<file path="src/pkg/t1l_mgmt_pkg.sv">
`default_nettype none
package t1l_mgmt_pkg;
    // -----------------------------------------------------------------
    // Register addresses
    // -----------------------------------------------------------------
    localparam logic [15:0] A_BASIC_CONTROL = 16'h0000;
    localparam logic [15:0] A_MODEL_REV = 16'h0003;
    localparam logic [15:0] A_MMD_CTRL = 16'h000D;
    localparam logic [15:0] A_MMD_DATA = 16'h000E;
    localparam logic [15:0] A_LINK_STATUS = 16'h0010;
    localparam logic [15:0] A_INT_CTRL_A = 16'h0012;
    localparam logic [15:0] A_INT_CTRL_B = 16'h0013;
    localparam logic [15:0] A_RX_ERR_CNT = 16'h0015;
    localparam logic [15:0] A_SELFTEST = 16'h0016;
    localparam logic [15:0] A_MAC_CFG = 16'h0017;
    localparam logic [15:0] A_CRC_FLAGS = 16'h012A;
    localparam logic [15:0] A_TX_CRC_CNT = 16'h012D;
    localparam logic [15:0] A_RX_CRC_CNT = 16'h0130;
    localparam logic [15:0] A_AN_CTRL = 16'h0200;
    localparam logic [15:0] A_AN_ADV = 16'h020E;
    localparam logic [15:0] A_AN_PARTNER = 16'h020F;
    localparam logic [15:0] A_TXL_EEE = 16'h18F6;
    // -----------------------------------------------------------------
    // Reset values and fields
    // -----------------------------------------------------------------
    localparam logic [15:0] R_BASIC_CONTROL = 16'h0000;
    localparam logic [15:0] R_SELFTEST = 16'h0100;
    localparam logic [15:0] R_MAC_CFG = 16'h4001;
    localparam logic [15:0] R_AN_CTRL = 16'h1000;
    localparam logic [15:0] R_AN_ADV = 16'hA000;
    localparam logic [15:0] R_ZERO = 16'h0000;
    localparam logic [15:0] CNT_MAX = 16'hFFFF;
    localparam int CTRL_RST_BIT = 15;
    localparam int CTRL_LOOP_BIT = 14;
    localparam int SLEEP_BIT = 8;
    localparam int MAC_XTAL_BIT = 7;
    localparam int AN_RST_BIT = 15;
    localparam int AN_EN_BIT = 12;
    localparam int TXL_LEVEL_BIT = 12;
    localparam int TXL_EEE_BIT = 10;
    localparam int CRC_RX_BIT = 1;
    localparam int CRC_TX_BIT = 0;
    // -----------------------------------------------------------------
    // Management frame
    // -----------------------------------------------------------------
    localparam logic [4:0] MMD_DEV_PMA = 5'h01;
    localparam logic [3:0] MMD_PMA_PAGE = 4'h1;
    localparam logic [5:0] PREAMBLE_ONES = 6'd32;
    localparam logic [3:0] HDR_LAST = 4'd12;
    localparam logic [3:0] DATA_LAST = 4'd15;
    localparam logic [1:0] OP_READ = 2'b10;
    localparam logic [1:0] OP_WRITE = 2'b01;
    localparam logic [1:0] STARTUP_LAST = 2'd3;
    localparam int CLK_KHZ = 100000;
    localparam int MDC_MAX_KHZ = 1750;
    localparam int MDC_MIN_CYC = (CLK_KHZ + MDC_MAX_KHZ - 1) / MDC_MAX_KHZ;
    typedef enum logic [1:0] {FR_IDLE, FR_HDR, FR_TA, FR_DATA} frame_state_t;
endpackage
`default_nettype wire

</file>
<file path="src/rtl/t1l_phy_mgmt_regs.sv">
// Notes on behaviour
// RL1: While reset is low nothing links and no management access is answered.
// RL2: The clock/LED pin carries a buffered copy of the crystal clock; here a copy resampled on clk_in, held low while reset is low.
// RL3: The host keeps the management clock at or below 1.75 MHz.
// RL4: Addresses above 0x1F are reached only through indirect access.
// RL5: Register 0x3 always reads the fixed model and revision code.
// RL6: Some reset values follow the straps sampled at power-up.
// RL7: Basic control resets to 0x0000; bit 15 digital reset, bit 14 loopback.
// RL8: Register 0x0010 bit 0 shows whether the link is up.
// RL9: Register 0x0015 counts receive errors from zero after reset.
// RL10: Register 0x0016 resets to 0x0100; bit 8 sleep, bits 6-0 loopbacks.
// RL11: Register 0x0017 resets to 0x4001; bits 12:11 shift mode, bit 9 enable.
// RL12: Register 0x0017 bit 7 gives crystal rate, bit 5 interface choice.
// RL13: Register 0x012A flags receive CRC in bit 1, transmit CRC in bit 0.
// RL14: Register 0x012D counts transmitted packets with CRC errors.
// RL15: Register 0x0130 counts received packets with CRC errors.
// RL16: Register 0x0200 resets to 0x1000; bit 15 restarts, bit 12 enables.
// RL17: Register 0x20E resets to 0xA000; bits 15-12 are the advertisements.
// RL18: Register 0x18F6 resets to zero; bit 12 level, bit 10 EEE.
// RL19: Two transmit amplitudes exist, 2.4 V and 1 V peak-to-peak.
// RL20: Level bit one forces 2.4 V, zero forces 1 V.
// RL21: MAC-side loopback sits in basic control, the others in 0x0016.
// RL22: Reset transmit level equals the strap and shows in 0x18F6 bit 12.
// RL23: Direct frames follow clause 22: 5-bit PHY, 5-bit register, 16 data.
`timescale 1ns/100ps
`default_nettype none
module t1l_phy_mgmt_regs
    import t1l_mgmt_pkg::*;
#(
    parameter logic [15:0] MODEL_ID = 16'h5A10 // Arbitrary value.
)
(
    input wire logic clk_in,
    input wire logic rst_n_in,
    input wire logic crystal_input_in,
    input wire logic mdc_in,
    input wire logic mdio_in,
    output logic mdio_out,
    output logic mdio_oe_out,
    input wire logic [4:0] phy_addr_strap_in,
    input wire logic tx_level_strap_in,
    input wire logic xtal50_strap_in,
    input wire logic link_up_in,
    input wire logic rx_error_in,
    input wire logic tx_crc_err_in,
    input wire logic rx_crc_err_in,
    input wire logic [15:0] partner_adv_in,
    output logic refclk_out_led_pin_out,
    output logic digital_reset_out,
    output logic mii_loopback_out,
    output logic [6:0] loop_mode_out,
    output logic sleep_out,
    output logic [15:0] mac_config_out,
    output logic autoneg_en_out,
    output logic autoneg_restart_out,
    output logic [15:0] an_adv_out,
    output logic tx_level_2v4_out,
    output logic eee_en_out
);
    logic [9:0] pin_q1_r;
    logic [9:0] pin_q2_r;
    logic mdc_d_r;
    logic mdc_rise;
    logic mdio_bit;
    logic [1:0] start_cnt_r;
    logic strap_done_r;
    logic init_r;
    logic [4:0] phy_addr_r;
    logic txl_strap_r;
    logic x50_strap_r;
    logic defaults;
    frame_state_t state_r;
    logic [3:0] cnt_r;
    logic [5:0] ones_r;
    logic [11:0] hdr_r;
    logic [12:0] hdr_full;
    logic [15:0] sh_r;
    logic is_rd_r;
    logic hit_r;
    logic mdio_out_r;
    logic mdio_oe_r;
    logic wr_pulse_r;
    logic [15:0] wr_addr_r;
    logic [15:0] wr_data_r;
    logic hdr_done;
    logic hdr_ok;
    logic [15:0] ext_addr;
    logic [15:0] res_addr;
    logic [15:0] rd_word;
    logic crc_clr;
    logic [15:0] ctrl_r;
    logic [15:0] mmd_ctl_r;
    logic [15:0] mmd_adr_r;
    logic [15:0] int_a_r;
    logic [15:0] int_b_r;
    logic [15:0] selftest_r;
    logic [15:0] mac_cfg_r;
    logic [15:0] an_ctrl_r;
    logic [15:0] an_adv_r;
    logic [15:0] txl_r;
    logic link_r;
    logic [15:0] partner_r;
    logic [1:0] crc_flags_r;
    logic [2:0] ev;
    logic [15:0] evcnt_r [3];

    // ---------------------------------------------------------------
    // Pin synchronisers and strap capture
    // ---------------------------------------------------------------
    // The reference clock is resampled, so it carries 10 ns of jitter.
    always_ff @(posedge clk_in or negedge rst_n_in)
    begin
        if (!rst_n_in)
        begin
            pin_q1_r <= 10'h000;
            pin_q2_r <= 10'h000;
            mdc_d_r <= 1'b0;
        end
        else
        begin
            pin_q1_r <= {mdc_in, mdio_in, crystal_input_in,
                tx_level_strap_in, xtal50_strap_in, phy_addr_strap_in};
            pin_q2_r <= pin_q1_r;
            mdc_d_r <= pin_q2_r[9];
        end
    end
    assign refclk_out_led_pin_out = pin_q2_r[7]; // RL2
    assign mdc_rise = pin_q2_r[9] & ~mdc_d_r;
    assign mdio_bit = pin_q2_r[8];

    // Straps are taken once the synchronisers hold real pin levels.
    always_ff @(posedge clk_in or negedge rst_n_in)
    begin
        if (!rst_n_in)
        begin
            start_cnt_r <= 2'd0;
            strap_done_r <= 1'b0;
            init_r <= 1'b0;
            phy_addr_r <= 5'h00;
            txl_strap_r <= 1'b0;
            x50_strap_r <= 1'b0;
        end
        else
        begin
            init_r <= 1'b0;
            if (!strap_done_r)
            begin
                start_cnt_r <= start_cnt_r + 2'd1;
                if (start_cnt_r == STARTUP_LAST)
                begin
                    strap_done_r <= 1'b1; // RL6
                    init_r <= 1'b1;
                    phy_addr_r <= pin_q2_r[4:0];
                    txl_strap_r <= pin_q2_r[6];
                    x50_strap_r <= pin_q2_r[5];
                end
            end
        end
    end
    assign defaults = init_r | ctrl_r[CTRL_RST_BIT]; // RL7

    // ---------------------------------------------------------------
    // Management frame engine
    // ---------------------------------------------------------------
    assign hdr_full = {hdr_r, mdio_bit};
    assign hdr_done = strap_done_r && mdc_rise && state_r == FR_HDR
        && cnt_r == HDR_LAST;
    assign hdr_ok = hdr_full[12] && hdr_full[9:5] == phy_addr_r
        && (hdr_full[11:10] == OP_READ || hdr_full[11:10] == OP_WRITE);
    assign ext_addr = (mmd_ctl_r[4:0] == MMD_DEV_PMA)
        ? {MMD_PMA_PAGE, mmd_adr_r[11:0]} : mmd_adr_r;
    assign res_addr = (hdr_full[4:0] == A_MMD_DATA[4:0]
        && mmd_ctl_r[15:14] != 2'b00) ? ext_addr
        : {11'h000, hdr_full[4:0]}; // RL4
    assign crc_clr = hdr_done && hdr_ok && hdr_full[11:10] == OP_READ
        && res_addr == A_CRC_FLAGS;

    always_ff @(posedge clk_in or negedge rst_n_in)
    begin
        if (!rst_n_in)
        begin
            state_r <= FR_IDLE; // RL1
            cnt_r <= 4'd0;
            ones_r <= 6'd0;
            hdr_r <= 12'h000;
            sh_r <= 16'h0000;
            is_rd_r <= 1'b0;
            hit_r <= 1'b0;
            mdio_out_r <= 1'b0;
            mdio_oe_r <= 1'b0;
            wr_pulse_r <= 1'b0;
            wr_addr_r <= 16'h0000;
            wr_data_r <= 16'h0000;
        end
        else
        begin
            wr_pulse_r <= 1'b0;
            if (strap_done_r && mdc_rise)
            begin
                unique case (state_r)
                    FR_IDLE:
                    begin
                        if (mdio_bit)
                        begin
                            if (ones_r != PREAMBLE_ONES)
                                ones_r <= ones_r + 6'd1;
                        end
                        else
                        begin
                            if (ones_r == PREAMBLE_ONES)
                            begin
                                state_r <= FR_HDR; // RL23
                                cnt_r <= 4'd0;
                            end
                            ones_r <= 6'd0;
                        end
                    end
                    FR_HDR:
                    begin
                        hdr_r <= hdr_full[11:0];
                        cnt_r <= cnt_r + 4'd1;
                        if (cnt_r == HDR_LAST)
                        begin
                            state_r <= FR_TA;
                            cnt_r <= 4'd0;
                            hit_r <= hdr_ok; // RL23
                            is_rd_r <= hdr_full[11:10] == OP_READ;
                            wr_addr_r <= res_addr;
                            sh_r <= rd_word;
                        end
                    end
                    FR_TA:
                    begin
                        cnt_r <= cnt_r + 4'd1;
                        if (cnt_r == 4'd0)
                        begin
                            if (hit_r && is_rd_r)
                            begin
                                mdio_oe_r <= 1'b1;
                                mdio_out_r <= 1'b0;
                            end
                        end
                        else
                        begin
                            state_r <= FR_DATA;
                            cnt_r <= 4'd0;
                            if (hit_r && is_rd_r)
                            begin
                                mdio_out_r <= sh_r[15];
                                sh_r <= {sh_r[14:0], 1'b0};
                            end
                        end
                    end
                    FR_DATA:
                    begin
                        cnt_r <= cnt_r + 4'd1;
                        sh_r <= {sh_r[14:0], is_rd_r ? 1'b0 : mdio_bit};
                        mdio_out_r <= is_rd_r & hit_r & sh_r[15];
                        if (cnt_r == DATA_LAST)
                        begin
                            state_r <= FR_IDLE;
                            mdio_oe_r <= 1'b0;
                            mdio_out_r <= 1'b0;
                            wr_pulse_r <= hit_r & ~is_rd_r;
                            wr_data_r <= {sh_r[14:0], mdio_bit};
                        end
                    end
                endcase
            end
        end
    end
    assign mdio_out = mdio_out_r;
    assign mdio_oe_out = mdio_oe_r;

    always_comb
    begin
        case (res_addr)
            A_BASIC_CONTROL: rd_word = ctrl_r;
            A_MODEL_REV: rd_word = MODEL_ID; // RL5
            A_MMD_CTRL: rd_word = mmd_ctl_r;
            A_MMD_DATA: rd_word = mmd_adr_r;
            A_LINK_STATUS: rd_word = {15'h0000, link_r}; // RL8
            A_INT_CTRL_A: rd_word = int_a_r;
            A_INT_CTRL_B: rd_word = int_b_r;
            A_RX_ERR_CNT: rd_word = evcnt_r[0]; // RL9
            A_SELFTEST: rd_word = selftest_r;
            A_MAC_CFG: rd_word = mac_cfg_r;
            A_CRC_FLAGS: rd_word = {14'h0000, crc_flags_r};
            A_TX_CRC_CNT: rd_word = evcnt_r[1];
            A_RX_CRC_CNT: rd_word = evcnt_r[2];
            A_AN_CTRL: rd_word = an_ctrl_r;
            A_AN_ADV: rd_word = an_adv_r;
            A_AN_PARTNER: rd_word = partner_r;
            A_TXL_EEE: rd_word = txl_r;
            default: rd_word = R_ZERO;
        endcase
    end

    // ---------------------------------------------------------------
    // Configuration registers
    // ---------------------------------------------------------------
    // A digital reset restores every default, strap-derived ones included.
    always_ff @(posedge clk_in or negedge rst_n_in)
    begin
        if (!rst_n_in)
        begin
            ctrl_r <= R_BASIC_CONTROL;
            mmd_ctl_r <= R_ZERO;
            mmd_adr_r <= R_ZERO;
            int_a_r <= R_ZERO;
            int_b_r <= R_ZERO;
            selftest_r <= R_SELFTEST;
            mac_cfg_r <= R_MAC_CFG;
            an_ctrl_r <= R_AN_CTRL;
            an_adv_r <= R_AN_ADV;
            txl_r <= R_ZERO;
        end
        else if (defaults)
        begin
            ctrl_r <= R_BASIC_CONTROL; // RL7
            mmd_ctl_r <= R_ZERO;
            mmd_adr_r <= R_ZERO;
            int_a_r <= R_ZERO;
            int_b_r <= R_ZERO;
            selftest_r <= R_SELFTEST; // RL10
            mac_cfg_r <= R_MAC_CFG | (16'(x50_strap_r) << MAC_XTAL_BIT); // RL12
            an_ctrl_r <= R_AN_CTRL; // RL16
            an_adv_r <= R_AN_ADV; // RL17
            txl_r <= R_ZERO | (16'(txl_strap_r) << TXL_LEVEL_BIT); // RL22
        end
        else
        begin
            an_ctrl_r[AN_RST_BIT] <= 1'b0;
            if (wr_pulse_r)
            begin
                case (wr_addr_r)
                    A_BASIC_CONTROL: ctrl_r <= wr_data_r; // RL21
                    A_MMD_CTRL: mmd_ctl_r <= wr_data_r; // RL4
                    A_MMD_DATA: mmd_adr_r <= wr_data_r;
                    A_INT_CTRL_A: int_a_r <= wr_data_r;
                    A_INT_CTRL_B: int_b_r <= wr_data_r;
                    A_SELFTEST: selftest_r <= wr_data_r; // RL21
                    A_MAC_CFG: mac_cfg_r <= wr_data_r; // RL11
                    A_AN_CTRL: an_ctrl_r <= wr_data_r; // RL16
                    A_AN_ADV: an_adv_r <= wr_data_r;
                    A_TXL_EEE: txl_r <= wr_data_r; // RL20
                    default: ;
                endcase
            end
        end
    end
    assign digital_reset_out = ctrl_r[CTRL_RST_BIT];
    assign mii_loopback_out = ctrl_r[CTRL_LOOP_BIT];
    assign loop_mode_out = selftest_r[6:0];
    assign sleep_out = selftest_r[SLEEP_BIT];
    assign mac_config_out = mac_cfg_r;
    assign autoneg_en_out = an_ctrl_r[AN_EN_BIT];
    assign autoneg_restart_out = an_ctrl_r[AN_RST_BIT];
    assign an_adv_out = an_adv_r;
    assign tx_level_2v4_out = txl_r[TXL_LEVEL_BIT]; // RL19
    assign eee_en_out = txl_r[TXL_EEE_BIT]; // RL18

    // ---------------------------------------------------------------
    // Status, flags and counters
    // ---------------------------------------------------------------
    // The flags clear as they are read; a new error in that cycle stays set.
    always_ff @(posedge clk_in or negedge rst_n_in)
    begin
        if (!rst_n_in)
        begin
            link_r <= 1'b0;
            partner_r <= R_ZERO;
            crc_flags_r <= 2'b00;
        end
        else
        begin
            link_r <= link_up_in; // RL8
            partner_r <= partner_adv_in;
            if (defaults)
                crc_flags_r <= 2'b00;
            else
                crc_flags_r <= (crc_flags_r & ~{2{crc_clr}})
                    | {rx_crc_err_in, tx_crc_err_in}; // RL13
        end
    end

    // Counters stick at full scale rather than wrap to a small value.
    assign ev = {rx_crc_err_in, tx_crc_err_in, rx_error_in};
    for (genvar g = 0; g < 3; g++)
    begin : g_cnt
        always_ff @(posedge clk_in or negedge rst_n_in)
        begin
            if (!rst_n_in)
                evcnt_r[g] <= R_ZERO;
            else if (defaults)
                evcnt_r[g] <= R_ZERO;
            else if (ev[g] && evcnt_r[g] != CNT_MAX)
                evcnt_r[g] <= evcnt_r[g] + 16'h0001; // RL9 RL14 RL15
        end
    end
endmodule
`default_nettype wire

</file>
<file path="config.mk">
export PLATFORM = sky130hd
export DESIGN_NAME = t1l_phy_mgmt_regs
export DESIGN_NICKNAME = d
export VERILOG_FILES = /design/src/pkg/t1l_mgmt_pkg.sv /design/src/rtl/t1l_phy_mgmt_regs.sv
export SDC_FILE = /design/constraint.sdc
export NUM_CORES = 1
export LEC_CHECK = 0
export BUFFER_PORTS_ARGS = -buffer_cell sky130_fd_sc_hd__buf_2
export CORE_MARGIN = 3
export CORE_UTILIZATION = 50
export CTS_CLUSTER_DIAMETER = 30
export DETAILED_ROUTE_END_ITERATION = 8
export GPL_TIMING_DRIVEN = 0
export MAX_ROUTING_LAYER = met4
export PLACE_DENSITY = 0.7
export SYNTH_ARGS = -nofsm -noshare
export SYNTH_HDL_FRONTEND = slang
export SYNTH_SLANG_ARGS = --single-unit
export TNS_END_PERCENT = 50
</file>
<file path="constraint.sdc">
create_clock -name clk_in -period 2.65 [get_ports clk_in]
set_input_delay 0 -clock clk_in [delete_from_list [all_inputs] [get_ports clk_in]]
set_output_delay 0 -clock clk_in [all_outputs]
set_load 0.03 [all_outputs]
</file>
==> out/qor.tcl <==
set qor(cts.clk_slew.worst_paths_ns) 0.05
set qor(clock_tree.root_cell) {sky130_fd_sc_hd__clkbuf_16}
set qor(post-route-worst-setup-slack_ns) -0.318
set qor(antenna_violating_nets_post_route) 0
set qor(post_synth_main_area_contributors) {sky130_fd_sc_hd__dfrtp_1 51%, sky130_fd_sc_hd__mux2i_1 10%, sky130_fd_sc_hd__nor2_1 5.2%, sky130_fd_sc_hd__a22oi_1 2.6%, sky130_fd_sc_hd__nand2_1 2.6%}
set qor(insertion_delay_ns) 0.60
set qor(clock_sink_count) 336
set qor(first_pass_grt_wire_length_um) 86300
set qor(cpPeakStageDelay_ns) 0.62
set qor(fin_skew_ns) 0.0323
set qor(post-dp-hpwl_um) 39000
set qor(cell_count_after_synthesis) 1507
set qor(ys_async_sr_fraction_pct) 100
set qor(worst_hold_path_class) {in -> async}
set qor(synth_fp_nets) 1552
set qor(synth.lib_cells_used.distinct) 89
set qor(reg2reg_to) {sh_r[3]}
set qor(critical-path-slowest-cell) {sky130_fd_sc_hd__a222oi_1}
set qor(vias) 14256
set qor(fin_tns_setup_ns) -1.31
set qor(status) {finished with violations}
set qor(grt_use_total_pct) 34.8
set qor(layout-drive-gt1-share_pct) 29.3
set qor(power.static_leakage_uw) 0.0103
set qor(cp_data_arrival_time_ns) 3.43
set qor(final_cells) 2270
set qor(crit_path_cell_chain) {nor4b_4 -> a21oi_4 -> a41oi_4 -> nor2_4 -> buf_4 -> a222oi_1 -> nand3_1 -> nor2_1 -> o21ai_1}
set qor(first_global_vias) 13696
set qor(worstRegToRegCells) 9
set qor(max_cap_violations) 0
set qor(floorplan.io_pins) 81
set qor(maxSlewHeadroom_pct) 22.8
set qor(drtPass1Iterations) 6
set qor(placed_cells) 1993
set qor(ys_dominant_reg_cell) {sky130_fd_sc_hd__dfrtp_1}
set qor(avgViaCountPerCell) 6.28
set qor(ir_worst_vdd_uv) 657
set qor(cellPowerDensity_nw_per_um2) 747
set qor(post-synth-top-area-cell) {sky130_fd_sc_hd__dfrtp_1}
set qor(cp-end-kind) {register}
set qor(worstPathBufferInverterCount) 1
set qor(yosys.area.top_type_share_pct) 51.2
set qor(post-route-period-util_pct) 112
set qor(row_count) 65
set qor(routed_wl_um) 58300
set qor(layout.nets) 1842
set qor(placement.cell_area_um2) 17100
set qor(path_delay_family) {compound AO/OA/AOI/OAI gates}
set qor(ys.warnings.count) 0
set qor(timing.rr.start) {mmd_ctl_r[4]}
set qor(synth_edf_count) 0
set qor(cts_tree) {done}
set qor(syn_area_per_cell_um2) 10.7
set qor(post_layout_inst_area_um2) 22100
set qor(timing.final.crit_period_ns) 2.97
set qor(grt_max_degree) 122
set qor(initial_core_util_pct) 51.0
set qor(cell_area_synth_um2) 16100
set qor(synth-seq-cells) 336
set qor(routabilityCongestion) 1.00
set qor(dieHeight_um) 186
set qor(timing_worst_slew_pin_value_ns) 1.15
set qor(drt_drc_violations_left) 0
set qor(setup.reg_to_reg.worst_slack_ns) -0.32
set qor(clock_tree.buffer_depth) 3
set qor(antenna_found_initial) 4
set qor(path_max_fanout) 10
set qor(crit_type) {reg -> reg}
set qor(report.final.slew_viol_count) 0
set qor(core_area_um2) 31600
set qor(timing.fmax_mhz) 337
set qor(grt_overflow) 0
set qor(drt-initial-drc-count) 1942
set qor(cts-htree-levels) 3
set qor(fillCellCount) 2266
set qor(report.final.setup_viol) 13
set qor(detail_route.wl_per_cell_um) 25.7
set qor(floorplan.die_area_um2) 34400
set qor(die_width_um) 186
set qor(timing.final.hold_violations) 0
set qor(buffer_ports.inserted) 80
set qor(startpoint_type) {register}
set qor(cts_buffers) 80
set qor(grt_setup_unrepaired) {true}
set qor(layout-area-overhead-vs-synth_pct) 37.1
set qor(failed_checks) {negative setup slack}
set qor(data_required_time_of_the_critical_path_ns) 3.11
set qor(seq_area_frac_synth_pct) 52.2
==> Yosys cell counts, drive strengths merged, types with 4 or more instances <==
cell type and number:
a21oi 45, a221o 6, a221oi 18, a222oi 12, a22o 16, a22oi 56, a31oi 4, a32oi 8
and2 8, and3 24, and4 9, buf 36, clkbuf 67, dfrtp 330, dfstp 6, ha 13
inv 23, mux2 36, mux2i 161, nand2 113, nand2b 8, nand3 36, nand3b 6, nand4 23
nand4b 5, nor2 228, nor2b 9, nor3 18, nor3b 5, nor4 12, o21ai 43, o221ai 5
o31ai 7, o41ai 5, or2 8, or3 13, xnor2 13, xor2 31
==> worst max-delay path by stage <==
stage	from	endpoint	slack, ns	cells after the start
after global routing	mmd_ctl_r[4]	sh_r[3]	-0.32	9
after global placement	rst_n_in	ctrl_r[13]	-4.92	1
final	mmd_ctl_r[4]	sh_r[3]	-0.32	9
after detailed placement	state_r[0]	sh_r[10]	-1.04	10
after floorplan	hdr_r[0]	sh_r[6]	0.16	11
after CTS	mmd_ctl_r[4]	sh_r[3]	-0.15	9
==> routing by layer <==
metal	routed length (um)	track usage, %
met1	23400	46.1
met2	25800	50.3
met3	6340	10.3
met4	2790	14.5
met5	0	-
==> cell type report <==
| type | count | area (um^2) | area share [%] |
|---|---|---|---|
| sequential | 336 | 8430 | 38.1 |
| multi-input combinational | 1045 | 7960 | 36.0 |
| clock buffer | 105 | 2280 | 10.3 |
| timing repair buffer | 214 | 1650 | 7.47 |
| buffer | 97 | 631 | 2.85 |
| clock inverter | 44 | 568 | 2.57 |
| tap | 402 | 503 | 2.27 |
| inverter | 23 | 86.3 | 0.390 |
| antenna | 4 | 10.0 | 0.0453 |
==> cell usage in the layout, fill, tap and decap left out, types with 11 or more instances in the layout <==
master	n
sky130_fd_sc_hd__mux2_2	36
sky130_fd_sc_hd__a222oi_1	12
sky130_fd_sc_hd__a22o_1	16
sky130_fd_sc_hd__clkinv_2	13
sky130_fd_sc_hd__a21oi_1	38
sky130_fd_sc_hd__xor2_1	31
sky130_fd_sc_hd__buf_2	83
sky130_fd_sc_hd__buf_4	97
sky130_fd_sc_hd__mux2i_1	161
sky130_fd_sc_hd__dlygate4sd3_1	31
sky130_fd_sc_hd__or3_1	12
sky130_fd_sc_hd__clkbuf_16	84
sky130_fd_sc_hd__o21ai_0	39
sky130_fd_sc_hd__nor2_1	219
sky130_fd_sc_hd__bufinv_16	11
sky130_fd_sc_hd__nand3_1	29
sky130_fd_sc_hd__clkbuf_1	60
sky130_fd_sc_hd__a22oi_1	47
sky130_fd_sc_hd__dfrtp_1	319
sky130_fd_sc_hd__inv_1	22
sky130_fd_sc_hd__nand2_1	106
sky130_fd_sc_hd__xnor2_1	13
sky130_fd_sc_hd__and3_1	21
sky130_fd_sc_hd__clkbuf_8	15
sky130_fd_sc_hd__buf_6	27
sky130_fd_sc_hd__nand4_1	22
sky130_fd_sc_hd__ha_1	12
sky130_fd_sc_hd__dfrtp_2	11
==> sequential cells by signal, summed over array words and instances (netlist names), 4 cells and up <==
register        cells
cnt_r               4
int_b_r            16
txl_r              16
wr_data_r          16
an_adv_out         16
wr_addr_r          16
partner_r          16
an_ctrl_r          16
mmd_adr_r          16
sh_r               16
evcnt_r            48
int_a_r            16
mac_config_out     16
pin_q1_r           10
ctrl_r             16
mmd_ctl_r          16
phy_addr_r          5
pin_q2_r           10
selftest_r         16
ones_r              6
hdr_r              12
==> kinds of logic after synthesis <==
family          Yosys count  share of synthesized area [%]
simple gates            536                           16.4
fa+ha+maj                13                           1.01
buf+inv                 126                           3.48
mux                     197                           12.5
xor+xnor                 44                           2.39
compound gates          255                           12.0
flops                   336                           52.2
==> timing repair <==
action	4_1_cts	5_1_grt
pin swaps	46	40
setup buffers	71	28
resized for setup	159	78
gates cloned	0	1
endpoints found under the hold margin	156	0
setup endpoints to repair	103	130
hold buffers	31	0
==> report_power, final <==
part	total, uW	internal, uW	switching, uW
Sequential	5620	5330	283
Clock	10300	7120	3170
Combinational	602	263	340
Total	16500	12700	3790
==> worst reg2reg max path: stages (launching register included) <==
cell and delay, ns:
sky130_fd_sc_hd__dfrtp_1 0.41, sky130_fd_sc_hd__nor4b_4 0.40, sky130_fd_sc_hd__a21oi_4 0.16, sky130_fd_sc_hd__a41oi_4 0.35, sky130_fd_sc_hd__nor2_4 0.14, sky130_fd_sc_hd__buf_4 0.23, sky130_fd_sc_hd__a222oi_1 0.62, sky130_fd_sc_hd__nand3_1 0.31
sky130_fd_sc_hd__nor2_1 0.16, sky130_fd_sc_hd__o21ai_1 0.07
==> stage by stage <==
| stage | worst slack, ns | utilization (%) | hold slack, ns | total power, uW |
|---|---|---|---|---|
| global route | -0.315 | 69.9 | 0.0434 | 17000 |
| detailed placement | -1.04 | 54.2 | 0.0974 | 6230 |
| floorplan | 0.161 | - | -0.296 | 5890 |
| finish | -0.318 | 69.9 | 0.0460 | 16500 |
| global placement | -4.92 | 53.8 | 0.107 | 6180 |
| CTS | -0.147 | 68.3 | 0.0281 | 16500 |
No activity file was read; power rests on OpenSTA's default activity.
